### src/logic/mfpc_consts.vh
// Constants of the two-pin role and configuration block.
// Assumes inclusion by bare name from the design files of this block.
`ifndef MFPC_CONSTS_VH
`define MFPC_CONSTS_VH

// =====================================================================
// Register indices (byte address is four times the index)
`define MFPC_IDX_PIN_A 8'h74
`define MFPC_IDX_PIN_B 8'h75
`define MFPC_IDX_STATUS 8'h78
`define MFPC_IDX_MASK 8'h79
`define MFPC_IDX_STATE 8'h7a

// =====================================================================
// Configuration field positions
`define MFPC_ROLE_HI 13
`define MFPC_ROLE_LO 8
`define MFPC_DIR 7
`define MFPC_DRIVE 6
`define MFPC_POL 5
`define MFPC_LVL 4
`define MFPC_PD 3
`define MFPC_PU 2
`define MFPC_TRIG 1
`define MFPC_DB 0
`define MFPC_CFG_W 14

// =====================================================================
// Role codes
`define MFPC_ROLE_OUT 6'h00
`define MFPC_ROLE_IRQ 6'h02
`define MFPC_ROLE_IN 6'h03
`define MFPC_ROLE_MIC6 6'h06
`define MFPC_ROLE_MIC7 6'h07
`define MFPC_ROLE_LOCK 6'h08
`define MFPC_ROLE_FCLK 6'h09

// =====================================================================
// Reset values
`define MFPC_PIN_A_RST 14'h00a8
`define MFPC_PIN_B_RST 14'h00a8
`define MFPC_MASK_RST 2'h0

// =====================================================================
// Timing
`define MFPC_DEBOUNCE_CYCLES 16

`endif

### src/logic/mfpc_pin_drive.v
// Output side of one multi-function pin: role mux and drive type.
// Assumes the sources it selects are already on hclk.
`timescale 1ns/1ps
`include "mfpc_consts.vh"

module mfpc_pin_drive #(
  parameter PIN_B = 0
) (
  // Clock and reset
  input wire hclk,
  input wire hresetn,
  input wire ce,
  // Configuration
  input wire [`MFPC_CFG_W-1:0] cfg,
  // Sources
  input wire irq_level,
  input wire mic_clk,
  input wire fll_lock,
  input wire fll_clk,
  // Pad
  output reg pad_out,
  output reg pad_oe
);

  wire [5:0] role = cfg[`MFPC_ROLE_HI:`MFPC_ROLE_LO];
  reg drives;
  reg level;
  reg next_out;
  reg next_oe;

  // Direction bit gates every output role; reserved codes never drive
  always @* begin
    drives = 1'b0;
    level = 1'b0;
    case (role)
      `MFPC_ROLE_OUT: begin
        drives = 1'b1;
        level = cfg[`MFPC_LVL];
      end
      `MFPC_ROLE_IRQ: begin
        drives = 1'b1;
        level = irq_level;
      end
      `MFPC_ROLE_MIC6: begin
        drives = (PIN_B == 0);
        level = mic_clk;
      end
      `MFPC_ROLE_MIC7: begin
        drives = (PIN_B != 0);
        level = mic_clk;
      end
      `MFPC_ROLE_LOCK: begin
        drives = 1'b1;
        level = fll_lock;
      end
      `MFPC_ROLE_FCLK: begin
        drives = 1'b1;
        level = fll_clk;
      end
      default: begin
        drives = 1'b0;
        level = 1'b0;
      end
    endcase
    drives = drives & ~cfg[`MFPC_DIR];
    // Open drain only pulls low; a high level releases the pin
    if (cfg[`MFPC_DRIVE]) begin
      next_out = 1'b0;
      next_oe = drives & ~level;
    end else begin
      next_out = level;
      next_oe = drives;
    end
  end

  always @(posedge hclk or negedge hresetn) begin
    if (!hresetn) begin
      pad_out <= 1'b0;
      pad_oe <= 1'b0;
    end else if (ce) begin
      pad_out <= next_out;
      pad_oe <= next_oe;
    end
  end

endmodule

### src/logic/mfpc_sync.v
// Two-flop synchroniser for a vector of asynchronous levels.
// Assumes each bit is an independent level; no bus coherency is kept.
`timescale 1ns/1ps

module mfpc_sync #(
  parameter W = 2
) (
  // Clock and reset
  input wire hclk,
  input wire hresetn,
  input wire ce,
  // Data
  input wire [W-1:0] async_in,
  output reg [W-1:0] sync_out
);

  reg [W-1:0] meta;

  always @(posedge hclk or negedge hresetn) begin
    if (!hresetn) begin
      meta <= {W{1'b0}};
      sync_out <= {W{1'b0}};
    end else if (ce) begin
      meta <= async_in;
      sync_out <= meta;
    end
  end

endmodule

### src/logic/mfpc_top.v
// Two multi-function pins with per-pin role, drive, pulls, input
// interpretation, debounce and interrupt detection, on AHB-Lite.
// Assumes pads and loop signals are asynchronous to hclk; the channel
// clock for the microphone comes from logic on hclk.
//
// Operation
// - A six-bit role field at bits 13:8 picks plain output (00h), interrupt output (02h) or plain input (03h), with 01h, 04h and 05h reserved.
// - On the first pin code 06h drives the microphone channel clock out and 07h is reserved.
// - On the second pin code 06h takes the pin as microphone data and 07h drives the channel clock out.
// - On either pin 08h outputs loop lock, 09h outputs the loop clock, and 0Ah to 3Fh are reserved.
// - Bit 7 is direction (0 out, 1 in, input after reset) and bit 6 picks push-pull (0) or open drain (1).
// - Bit 5 sets input polarity, 0 active low and 1 active high, reset value 1.
// - In plain output role the pin drives the level held in bit 4.
// - Bit 3 enables the weak pull-down and is set after reset on both pins.
// - Bit 2 enables the weak pull-up and is clear after reset.
// - Bit 1 picks level (0) or edge (1) interrupt detection on an input pin, bit 0 turns debounce on.
`timescale 1ns/1ps
`include "mfpc_consts.vh"

module mfpc_top #(
  parameter ADDR_W = 10,
  parameter DEBOUNCE_CYCLES = `MFPC_DEBOUNCE_CYCLES
) (
  // Clock, reset and enable
  input wire hclk,
  input wire hresetn,
  input wire ce,
  // AHB-Lite slave
  input wire hsel,
  input wire [ADDR_W-1:0] haddr,
  input wire [1:0] htrans,
  input wire hwrite,
  input wire [2:0] hsize,
  input wire [31:0] hwdata,
  input wire hready,
  output wire hreadyout,
  output wire hresp,
  output reg [31:0] hrdata,
  // Pads, bit 0 first pin, bit 1 second pin
  input wire [1:0] pad_in,
  output wire [1:0] pad_out,
  output wire [1:0] pad_oe,
  output wire [1:0] pullup_on,
  output wire [1:0] pulldown_on,
  // Microphone and loop
  input wire mic_channel_clock,
  output reg mic_serial_input,
  input wire freq_locked_loop_lock,
  input wire freq_locked_loop_clock,
  // Interrupt
  output wire irq
);

  localparam CNT_W = 16;
  localparam [31:0] DB_LAST_FULL = DEBOUNCE_CYCLES - 1;
  localparam [CNT_W-1:0] DB_LAST = DB_LAST_FULL[CNT_W-1:0];

  // =====================================================================
  // Configuration and interrupt registers
  reg [`MFPC_CFG_W-1:0] pin_a_config;
  reg [`MFPC_CFG_W-1:0] pin_b_config;
  reg [1:0] int_status;
  reg [1:0] int_mask;

  wire [`MFPC_CFG_W-1:0] cfg [0:1];
  assign cfg[0] = pin_a_config;
  assign cfg[1] = pin_b_config;

  wire [5:0] pin_a_role_select = pin_a_config[`MFPC_ROLE_HI:`MFPC_ROLE_LO];
  wire [5:0] pin_b_role_select = pin_b_config[`MFPC_ROLE_HI:`MFPC_ROLE_LO];

  // =====================================================================
  // Bus slave: zero wait states while enabled
  wire [7:0] addr_idx = haddr[9:2];
  wire accept = ce & hsel & hready & htrans[1];
  reg wr_pend;
  reg [7:0] wr_idx;
  reg [31:0] next_rdata;

  assign hreadyout = ce;
  assign hresp = 1'b0;

  wire hit_a = (addr_idx == `MFPC_IDX_PIN_A);
  wire hit_b = (addr_idx == `MFPC_IDX_PIN_B);
  wire hit_status = (addr_idx == `MFPC_IDX_STATUS);
  wire hit_mask = (addr_idx == `MFPC_IDX_MASK);
  wire hit_state = (addr_idx == `MFPC_IDX_STATE);

  wire rd_status = accept & ~hwrite & hit_status;
  wire wr_a = ce & wr_pend & (wr_idx == `MFPC_IDX_PIN_A);
  wire wr_b = ce & wr_pend & (wr_idx == `MFPC_IDX_PIN_B);
  wire wr_mask = ce & wr_pend & (wr_idx == `MFPC_IDX_MASK);

  always @(posedge hclk or negedge hresetn) begin
    if (!hresetn) begin
      wr_pend <= 1'b0;
      wr_idx <= 8'h00;
    end else if (ce) begin
      wr_pend <= accept & hwrite;
      wr_idx <= addr_idx;
    end
  end

  // =====================================================================
  // Pad synchronisers
  wire [1:0] pad_sync;
  wire [1:0] loop_sync;

  mfpc_sync #(
    .W(2)
  ) u_pad_sync (
    .hclk(hclk),
    .hresetn(hresetn),
    .ce(ce),
    .async_in(pad_in),
    .sync_out(pad_sync)
  );

  // Loop clock sampled at hclk: only slow loop clocks survive intact
  mfpc_sync #(
    .W(2)
  ) u_loop_sync (
    .hclk(hclk),
    .hresetn(hresetn),
    .ce(ce),
    .async_in({freq_locked_loop_clock, freq_locked_loop_lock}),
    .sync_out(loop_sync)
  );

  // =====================================================================
  // Per-pin input path: debounce, polarity, detection
  wire [1:0] filtered;
  wire [1:0] active;
  wire [1:0] event_hit;

  genvar g;
  generate
    for (g = 0; g < 2; g = g + 1) begin : g_pin
      reg stable;
      reg active_d;
      reg [CNT_W-1:0] db_cnt;
      wire db_on = cfg[g][`MFPC_DB];
      wire is_input = (cfg[g][`MFPC_ROLE_HI:`MFPC_ROLE_LO] == `MFPC_ROLE_IN);

      // A change must hold for the full count before it is believed
      always @(posedge hclk or negedge hresetn) begin
        if (!hresetn) begin
          stable <= 1'b0;
          db_cnt <= {CNT_W{1'b0}};
        end else if (ce) begin
          if (!db_on) begin
            stable <= pad_sync[g];
            db_cnt <= {CNT_W{1'b0}};
          end else if (pad_sync[g] == stable) begin
            db_cnt <= {CNT_W{1'b0}};
          end else if (db_cnt == DB_LAST) begin
            stable <= pad_sync[g];
            db_cnt <= {CNT_W{1'b0}};
          end else begin
            db_cnt <= db_cnt + 1'b1;
          end
        end
      end

      assign filtered[g] = stable;
      assign active[g] = cfg[g][`MFPC_POL] ? stable : ~stable;

      always @(posedge hclk or negedge hresetn) begin
        if (!hresetn) begin
          active_d <= 1'b0;
        end else if (ce) begin
          active_d <= active[g];
        end
      end

      // Level mode keeps re-setting the flag while the input is active
      assign event_hit[g] = is_input &
        (cfg[g][`MFPC_TRIG] ? (active[g] & ~active_d) : active[g]);

      assign pullup_on[g] = cfg[g][`MFPC_PU];
      assign pulldown_on[g] = cfg[g][`MFPC_PD];
    end
  endgenerate

  // =====================================================================
  // Register writes
  always @(posedge hclk or negedge hresetn) begin
    if (!hresetn) begin
      pin_a_config <= `MFPC_PIN_A_RST;
      pin_b_config <= `MFPC_PIN_B_RST;
      int_mask <= `MFPC_MASK_RST;
    end else begin
      if (wr_a) begin
        pin_a_config <= hwdata[`MFPC_CFG_W-1:0];
      end
      if (wr_b) begin
        pin_b_config <= hwdata[`MFPC_CFG_W-1:0];
      end
      if (wr_mask) begin
        int_mask <= hwdata[1:0];
      end
    end
  end

  // =====================================================================
  // Sticky status: a read clears, a new event in that cycle survives
  always @(posedge hclk or negedge hresetn) begin
    if (!hresetn) begin
      int_status <= 2'h0;
    end else if (ce) begin
      int_status <= (rd_status ? 2'h0 : int_status) | event_hit;
    end
  end

  assign irq = |(int_status & int_mask);

  // =====================================================================
  // Read data, captured in the address phase
  always @* begin
    next_rdata = 32'h0000_0000;
    if (hit_a) begin
      next_rdata = {18'h00000, pin_a_config};
    end else if (hit_b) begin
      next_rdata = {18'h00000, pin_b_config};
    end else if (hit_status) begin
      next_rdata = {30'h0000_0000, int_status};
    end else if (hit_mask) begin
      next_rdata = {30'h0000_0000, int_mask};
    end else if (hit_state) begin
      next_rdata = {28'h000_0000, pad_sync, active};
    end
  end

  always @(posedge hclk or negedge hresetn) begin
    if (!hresetn) begin
      hrdata <= 32'h0000_0000;
    end else if (accept & ~hwrite) begin
      hrdata <= next_rdata;
    end
  end

  // =====================================================================
  // Microphone data: taken from the second pin only in role 06h
  always @(posedge hclk or negedge hresetn) begin
    if (!hresetn) begin
      mic_serial_input <= 1'b0;
    end else if (ce) begin
      mic_serial_input <= (pin_b_role_select == `MFPC_ROLE_MIC6) &
                          pin_b_config[`MFPC_DIR] & filtered[1];
    end
  end

  // =====================================================================
  // Output drivers
  mfpc_pin_drive #(
    .PIN_B(0)
  ) u_drive_a (
    .hclk(hclk),
    .hresetn(hresetn),
    .ce(ce),
    .cfg(pin_a_config),
    .irq_level(irq),
    .mic_clk(mic_channel_clock),
    .fll_lock(loop_sync[0]),
    .fll_clk(loop_sync[1]),
    .pad_out(pad_out[0]),
    .pad_oe(pad_oe[0])
  );

  mfpc_pin_drive #(
    .PIN_B(1)
  ) u_drive_b (
    .hclk(hclk),
    .hresetn(hresetn),
    .ce(ce),
    .cfg(pin_b_config),
    .irq_level(irq),
    .mic_clk(mic_channel_clock),
    .fll_lock(loop_sync[0]),
    .fll_clk(loop_sync[1]),
    .pad_out(pad_out[1]),
    .pad_oe(pad_oe[1])
  );

endmodule

### config.mk
export PLATFORM = sky130hd
export DESIGN_NAME = mfpc_top
export DESIGN_NICKNAME = d
export VERILOG_FILES = /design/src/logic/mfpc_pin_drive.v /design/src/logic/mfpc_sync.v /design/src/logic/mfpc_top.v
export VERILOG_INCLUDE_DIRS = /design/src /design/src/logic
export SDC_FILE = /design/constraint.sdc
export NUM_CORES = 1
export LEC_CHECK = 0
export ABC_AREA = 1
export BUFFER_PORTS_ARGS = -buffer_cell sky130_fd_sc_hd__clkbuf_2
export CAP_MARGIN = 25
export CORE_MARGIN = 5
export CORE_UTILIZATION = 56
export CTS_BUF_LIST = sky130_fd_sc_hd__clkbuf_8 sky130_fd_sc_hd__clkbuf_16
export DETAILED_ROUTE_END_ITERATION = 16
export PLACE_DENSITY = 0.76
export SLEW_MARGIN = 5
export SYNTH_ARGS = -nofsm -noshare
export SYNTH_HDL_FRONTEND = slang
export SYNTH_SLANG_ARGS = --single-unit
### constraint.sdc
create_clock -name hclk -period 1.8 [get_ports hclk]
set_input_delay 0.54 -clock hclk [delete_from_list [all_inputs] [get_ports hclk]]
set_output_delay 0.54 -clock hclk [all_outputs]
set_load 0.03 [all_outputs]
==> results of run 1 <==
-- cells by family after synthesis --
group / share of synthesized area (%)
and+or+nand+nor: 29.71
buffers and inverters: 11.39
DFF: 46.70
AOI/OAI and AO/OA: 9.469
xor gates and xnor gates: 2.037
adders and majority gates: 0.4477
other: 0.06709
muxes: 0.1791
-- per-stage QoR --
stage | instances | instance area, um^2
after global routing | 935 | 6202
after floorplan | 751 | 5657
after CTS | 935 | 6202
final | 935 | 6202
after global placement | 919 | 6026
after detailed placement | 919 | 6026
-- final cells by class --
type / instances / area [um^2] / area share [%]
Timing Repair Buffer: 82 / 535.5 / 8.634
Clock inverter: 5 / 25.02 / 0.4035
Inverter: 81 / 304.0 / 4.902
Clock buffer: 11 / 151.4 / 2.441
Sequential cell: 104 / 2610 / 42.08
Multi-Input combinational cell: 519 / 2410 / 38.85
Tap cell: 133 / 166.4 / 2.683
-- path summary, 6_finish.rpt --
check                      cells after the start  slack [ns]              startpoint             endpoint
max                                            3        0.07             int_mask[0]                  irq
min                                            1        0.06                 hresetn              wr_pend
max reg2reg                                    6        0.18      g_pin[0].db_cnt[0]   g_pin[0].db_cnt[5]
min reg2reg                                    2        0.48     u_loop_sync.meta[0]  u_loop_sync.meta[0]
max in group asynchronous                      2        1.11                 hresetn      pin_a_config[5]
min in group hclk                              3        0.37  freq_locked_loop_clock  u_loop_sync.meta[1]
-- cell usage in the layout, fill, tap and decap left out, types with 11 or more instances in the layout --
cell | netlist | routed
inv_1 | 80 | 82
nand3_1 | 60 | 60
clkbuf_2 | 0 | 57
dfrtp_1 | 98 | 98
o21ai_0 | 39 | 39
conb_1 | 1 | 19
clkbuf_8 | 0 | 11
nor2_1 | 84 | 84
nand2_1 | 210 | 210
o21ai_2 | 11 | 11
nand4_1 | 16 | 16
buf_4 | 31 | 20
nor3_1 | 12 | 12
o21ai_1 | 17 | 17
-- power by group --
part	switching, mW	internal, mW	total, mW
Clock	0.763	0.565	1.33
Sequential	0.0576	2.41	2.47
Combinational	0.338	0.141	0.480
Total	1.16	3.12	4.28
-- worst reg2reg max path, stage by stage, from the launching register on --
cell and delay (ns):
dfrtp_1 0.42, ha_1 0.22, nand3_1 0.13, nor2_1 0.12, nand2_1 0.13, a21oi_2 0.38
nor2_1 0.11
-- registers in the layout, summed over array words and instances, names as in the netlist, 8 cells and up --
name / count
pin_b_config: 14
g_pin.db_cnt: 32
pin_a_config: 14
hrdata: 14
wr_idx: 8
-- metal layers --
layer	vias up	routed length (um)	track usage, %
met3	36	828	5.050
met1	2324	5456	29.45
li1	2430	-	-
met2	176	6545	39.95
met4	0	390	10.42
met5	-	0	0
==> metrics.csv, run 1 <==
stage,metric,value,unit
outcome,outcome,completed,
placement,io_buffer_count,58,
sta,hold_ws,0.06399,ns
worst_setup_path,critical_path.cell_chain,nand2_1 > nand2_1 > clkbuf_2,
detailed_routing,drt-pass1-iter-count,5,
synthesis,yosys_warnings,0,
finish,final_util,63.45,%
clock_tree,holdBufCountCts,0,
grt,vias_in_the_first_global_route,4900,
placement,placement.setup.worst_slack,-0.08057,ns
sta,final_hold_viol_count,0,
grt,grt_first_pass_wirelength,22.60,mm
synthesis,synth_enable_flop_cells,0,
clock_tree,clk_pin_slew_worst_paths,0.09,ns
detailed_routing,drc,0,
detailed_routing,route.vias.total,4966,
sta,max_freq,0.5765,GHz
worst_setup_path,setup.worst_path.class,register to output pin,
synthesis,synth_flop_cell,dfrtp_1,
power,power.total,4.277,mW
synthesis,yosys.cell_count.top_type,nand2_1,
sta,final_min_period_over_clock_period,96.37,%
detailed_routing,avgViaCountPerCell,5.311,
sta,slew_violations,0,
floorplan,fp-row-count,36,
synthesis,synthDominantAreaCellType,dfrtp_1,
power,static-leakage-power,3.037,nW
clock_tree,clock_network_latency_to_the_later_pin_of_the_worst_skew_pair,0.37,ns
clock_tree,post_cts.repair.setup_buffers,0,
finish,drive_above_1_share,15.21,%
floorplan,die_width,109.9,um
sta,unrepaired_setup_endpoints_after_global_routing,false,
clock_tree,cts_buffers,9,
synthesis,seq_total_area_yosys,46.70,%
power,vdd.ir_drop.worst,0.5199,mV
synthesis,synth.ff_latch_count,104,
clock_tree,clk_sinks,104,
placement,gpl.final_weighted_congestion,0.9131,
sta,fin_tns_setup,0,ns
detailed_routing,antenna_left,0,
sta,worst_case_headroom_to_the_max_slew_limit,65.96,%
synthesis,synth_top_cells_by_count,"nand2_1, dfrtp_1, nor2_1",
synthesis,synth.top_cell.area_share,43.88,%
grt,grt_start_max_net_pins,29,
grt,antenna_found_initial,0,
clock_tree,htreeDepth,3,
floorplan,io-pin-count,102,
placement,detailedPlacementHpwl,10.05,mm
worst_setup_path,cp_slowest_cell,dfrtp_1,
sta,fin_worst_skew,0.005391,ns
detailed_routing,routed_wirelength,13.22,mm
worst_setup_path,crit_path_max_incr_delay,0.40,ns
sta,finalSetupViolations,0,
worst_setup_path,endpoint_kind,output pin,
sta,worst_margin_slew,0.5100,ns
synthesis,yosysUniqueCellTypes,38,
flow_run,max_cap_violations,0,
finish,fill_cells,892,
floorplan,initial_cell_density_of_the_core,57.18,%
synthesis,synthesis.area,5589,um^2
power,power.density_cell_area,689.6,nW/um^2
clock_tree,cts_resized,0,
detailed_routing,post_drt_wl_per_cell,14.14,um
synthesis,synthArstFlopShare,100.0,%
worst_setup_path,cp_data_arrival_time,1.19,ns
sta,postLayoutSetupSlackWorst,0.06531,ns
worst_setup_path,critPathMostFrequentCell,nand2_1,
worst_setup_path,worst-path-max-fanout,3,
grt,global_route.overflow_total,0,
floorplan,die_height,109.9,um
clock_tree,ctsRootBufferMaster,clkbuf_8,
worst_hold_path,worstHoldPathType,primary input to asynchronous set/reset pin,
synthesis,synth.top_cells.by_area,"dfrtp_1, nand2_1, nor2_1",
finish,syn_to_final_growth,10.97,%
finish,n_antenna_cell,0,
synthesis,synth.avg_cell_area,7.625,um^2
grt,track_usage,23.77,%
worst_setup_path,critical_path_required,1.26,ns
worst_setup_path,cell_family_with_the_largest_share_of_critical_path_delay,flip-flops,
floorplan,core_area,9774,um^2
clock_tree,cts_tree,yes,
detailed_routing,detailedRoute.firstIterationViolations,335,
worst_setup_path,crit_buf_inv,1,
clock_tree,cts-root-to-sink-buffers,2,
sta,final.min_clock_period,1.735,ns
floorplan,die-area,12080,um^2
finish,design.final.nets,857,
synthesis,synth_cells,733,
worst_setup_path,worstSetupStartpointType,register,
Power figures use the tool's default switching activity.
==> inputs of run 2 (changes only) <==
--- a/config.mk
+++ b/config.mk
@@ -13,7 +13,7 @@
 export CORE_UTILIZATION = 56
 export CTS_BUF_LIST = sky130_fd_sc_hd__clkbuf_8 sky130_fd_sc_hd__clkbuf_16
 export DETAILED_ROUTE_END_ITERATION = 16
-export PLACE_DENSITY = 0.76
+export PLACE_DENSITY_LB_ADDON = 0.05
 export SLEW_MARGIN = 5
 export SYNTH_ARGS = -nofsm -noshare
 export SYNTH_HDL_FRONTEND = slang
==> run 2 against run 1 <==
Net effect: register-to-register slack better by 0.04 ns; flip-flop and latch count did not move; via count down 2.0%; hold slack worse by 0.036 ns.
==> metrics.csv, run 2 (synthesis results as in run 1) <==
stage,metric,value,unit,change
outcome,outcome,completed,,unchanged
clock_tree,cts_resized,0,,unchanged
power,power_frac_seq,55.3,%,was 57.7%
finish,most-common-layout-cells,"nand2_1, dfrtp_1, nor2_1, inv_1, nand3_1",,unchanged
power,swShare,25.99,%,was 27.11%
worst_setup_path,critPathMostFrequentCell,nand2_1,,unchanged
clock_tree,clk_pin_slew_worst_paths,0.09,ns,about the same
worst_setup_path,worst_r2r_path_depth,7,,was 6
grt,antenna_found_initial,0,,unchanged
sta,final.min_clock_period,1.734,ns,was 1.735 ns
power,clockPowerShare,34.1,%,was 31.1%
grt,grt_first_pass_wirelength,22.40,mm,was 22.60 mm
worst_setup_path,setup.worst_path.class,register to output pin,,unchanged
finish,drive_above_1_share,15.44,%,was 15.21%
worst_setup_path,cp_slowest_cell,dfrtp_1,,unchanged
worst_setup_path,critical_path_required,1.26,ns,about the same
detailed_routing,met1_length,5.586,mm,was 5.456 mm
detailed_routing,met3_wirelength,482,um,was 828 um
grt,global_route.overflow_total,0,,unchanged
worst_setup_path,cp_data_arrival_time,1.19,ns,about the same
power,power_frac_comb,10.6,%,was 11.2%
detailed_routing,post_drt_wl_per_cell,14.10,um,was 14.14 um
floorplan,initial_cell_density_of_the_core,57.18,%,unchanged
worst_setup_path,endpoint_kind,output pin,,unchanged
detailed_routing,routed-wl-met2,6.762,mm,was 6.545 mm
worst_setup_path,crit_buf_inv,1,,unchanged
placement,io_buffer_count,58,,unchanged
sta,final_hold_viol_count,0,,unchanged
clock_tree,cts_tree,yes,,unchanged
finish,n_antenna_cell,0,,unchanged
detailed_routing,top_signal_layer_used,met4,,unchanged
worst_setup_path,worst-path-max-fanout,3,,unchanged
clock_tree,cts_buffers,9,,unchanged
floorplan,fp-row-count,36,,unchanged
clock_tree,cts-root-to-sink-buffers,2,,unchanged
sta,max_freq,0.5768,GHz,was 0.5765 GHz
floorplan,die-area,12080,um^2,unchanged
floorplan,die_width,109.9,um,unchanged
clock_tree,holdBufCountCts,0,,unchanged
worst_hold_path,worstHoldPathType,primary input to asynchronous set/reset pin,,unchanged
placement,gpl.final_weighted_congestion,0.8730,,was 0.9131
detailed_routing,routed_wirelength,13.20,mm,was 13.22 mm
worst_setup_path,critical_path_depth,3,,unchanged
clock_tree,htreeDepth,3,,unchanged
finish,syn_to_final_growth,11.60,%,was 10.97%
worst_setup_path,worstSetupStartpointType,register,,unchanged
clock_tree,ctsRootBufferMaster,clkbuf_8,,unchanged
clock_tree,post_cts.repair.setup_buffers,0,,unchanged
finish,final_util,63.81,%,was 63.45%
detailed_routing,antenna_left,0,,unchanged
detailed_routing,avgViaCountPerCell,5.201,,was 5.311
sta,slew_violations,0,,unchanged
sta,fin_tns_setup,0,ns,unchanged
clock_tree,clock_network_latency_to_the_later_pin_of_the_worst_skew_pair,0.37,ns,about the same
sta,fin_worst_skew,0.01149,ns,was 0.005391 ns
detailed_routing,drc,0,,unchanged
detailed_routing,detailedRoute.firstIterationViolations,260,,was 335
worst_setup_path,cell_family_with_the_largest_share_of_critical_path_delay,flip-flops,,unchanged
flow_run,max_cap_violations,0,,unchanged
sta,hold_ws,0.02823,ns,was 0.06399 ns
finish,layout.cells.most_common,nand2_1,,unchanged
worst_setup_path,critical_path.cell_chain,nand2_1 > nand2_1 > clkbuf_2,,unchanged
finish,largest_reg_flops,32,,unchanged
grt,track_usage,23.82,%,was 23.77%
grt,vias_in_the_first_global_route,4771,,"was 4,900"
placement,post_dp_cell_area,6021,um^2,was 6026 um^2
sta,finalSetupViolations,0,,unchanged
detailed_routing,route.vias.total,4868,,"was 4,966"
floorplan,die_height,109.9,um,unchanged
placement,detailedPlacementHpwl,9.998,mm,was 10.05 mm
worst_setup_path,crit_path_max_incr_delay,0.41,ns,was 0.40 ns
floorplan,io-pin-count,102,,unchanged
power,power.density_cell_area,714.9,nW/um^2,was 689.6 nW/um^2
detailed_routing,drt-pass1-iter-count,4,,was 5
sta,postLayoutSetupSlackWorst,0.06615,ns,was 0.06531 ns
power,power.net_switching,1.159,mW,about the same
sta,final_min_period_over_clock_period,96.33,%,was 96.37%
clock_tree,clk_sinks,104,,unchanged
power,internal-power,3.300,mW,was 3.118 mW
grt,grt_start_max_net_pins,56,,was 29
finish,largest-register,g_pin.db_cnt,,unchanged
placement,placement.setup.worst_slack,-0.01110,ns,was -0.08057 ns
floorplan,core_area,9774,um^2,unchanged
sta,unrepaired_setup_endpoints_after_global_routing,false,,unchanged
finish,design.final.nets,858,,was 857
finish,stdcell_area,6237,um^2,was 6202 um^2
power,static-leakage-power,3.057,nW,was 3.037 nW
power,vdd.ir_drop.worst,0.4558,mV,was 0.5199 mV
## run 2: routing by layer
metal  track usage [%]  vias up
li1                  -     2431
met5                 0        -
met4             9.617        0
met3             2.995       28
met2             41.90      105
met1             29.54     2304
## run 2: final timing paths
path | start | endpoint | slack (ns)
worst max-delay path | int_mask[0] | irq | 0.07
worst min-delay path | hresetn | g_pin[0].db_cnt[11] | 0.03
worst max register to register | g_pin[0].db_cnt[0] | g_pin[0].db_cnt[13] | 0.22
worst min register to register | g_pin[1].active_d | g_pin[1].active_d | 0.49
max in group asynchronous | hresetn | pin_b_config[5] | 1.15
min in group hclk | freq_locked_loop_lock | u_loop_sync.meta[0] | 0.37
## run 2: power by group through the flow
stage                     Sequential [mW]  Combinational, mW  Clock, mW
final                                2.47              0.474       1.52
after global routing                 2.48              0.535       1.66
after CTS                            2.47              0.480       1.56
after detailed placement             2.51              0.478          0
after global placement               2.51              0.467          0
after floorplan                      2.54              0.283          0
## run 2: layout make-up
cell class,count,area [um^2]
Sequential cell,104,2610
Fill cell,908,3537
Clock buffer,12,165.2
Timing Repair Buffer,83,530.5
Tap cell,133,166.4
Multi-Input combinational cell,519,2417
Inverter,81,304.0
Clock inverter,4,43.79
## run 2: per-stage QoR
| stage | instances | power, mW |
|---|---|---|
| 3_3_place_gp | 920 | 2.978 |
| 4_1_cts | 936 | 4.506 |
| 3_5_place_dp | 920 | 2.990 |
| 6_report | 936 | 4.459 |
| 2_1_floorplan | 751 | 2.824 |
| 5_1_grt | 936 | 4.676 |
## run 2: worst reg2reg max path: cells and delay by family (launching register included)
| family | cells | cell delay, ns |
|---|---|---|
| adder cells (fa/ha/maj) | 1 | 0.25 |
| buffers and inverters | 1 | 0.17 |
| AND/OR/NAND/NOR | 4 | 0.48 |
| flip-flops | 1 | 0.43 |
| AO/OA/AOI/OAI | 1 | 0.17 |
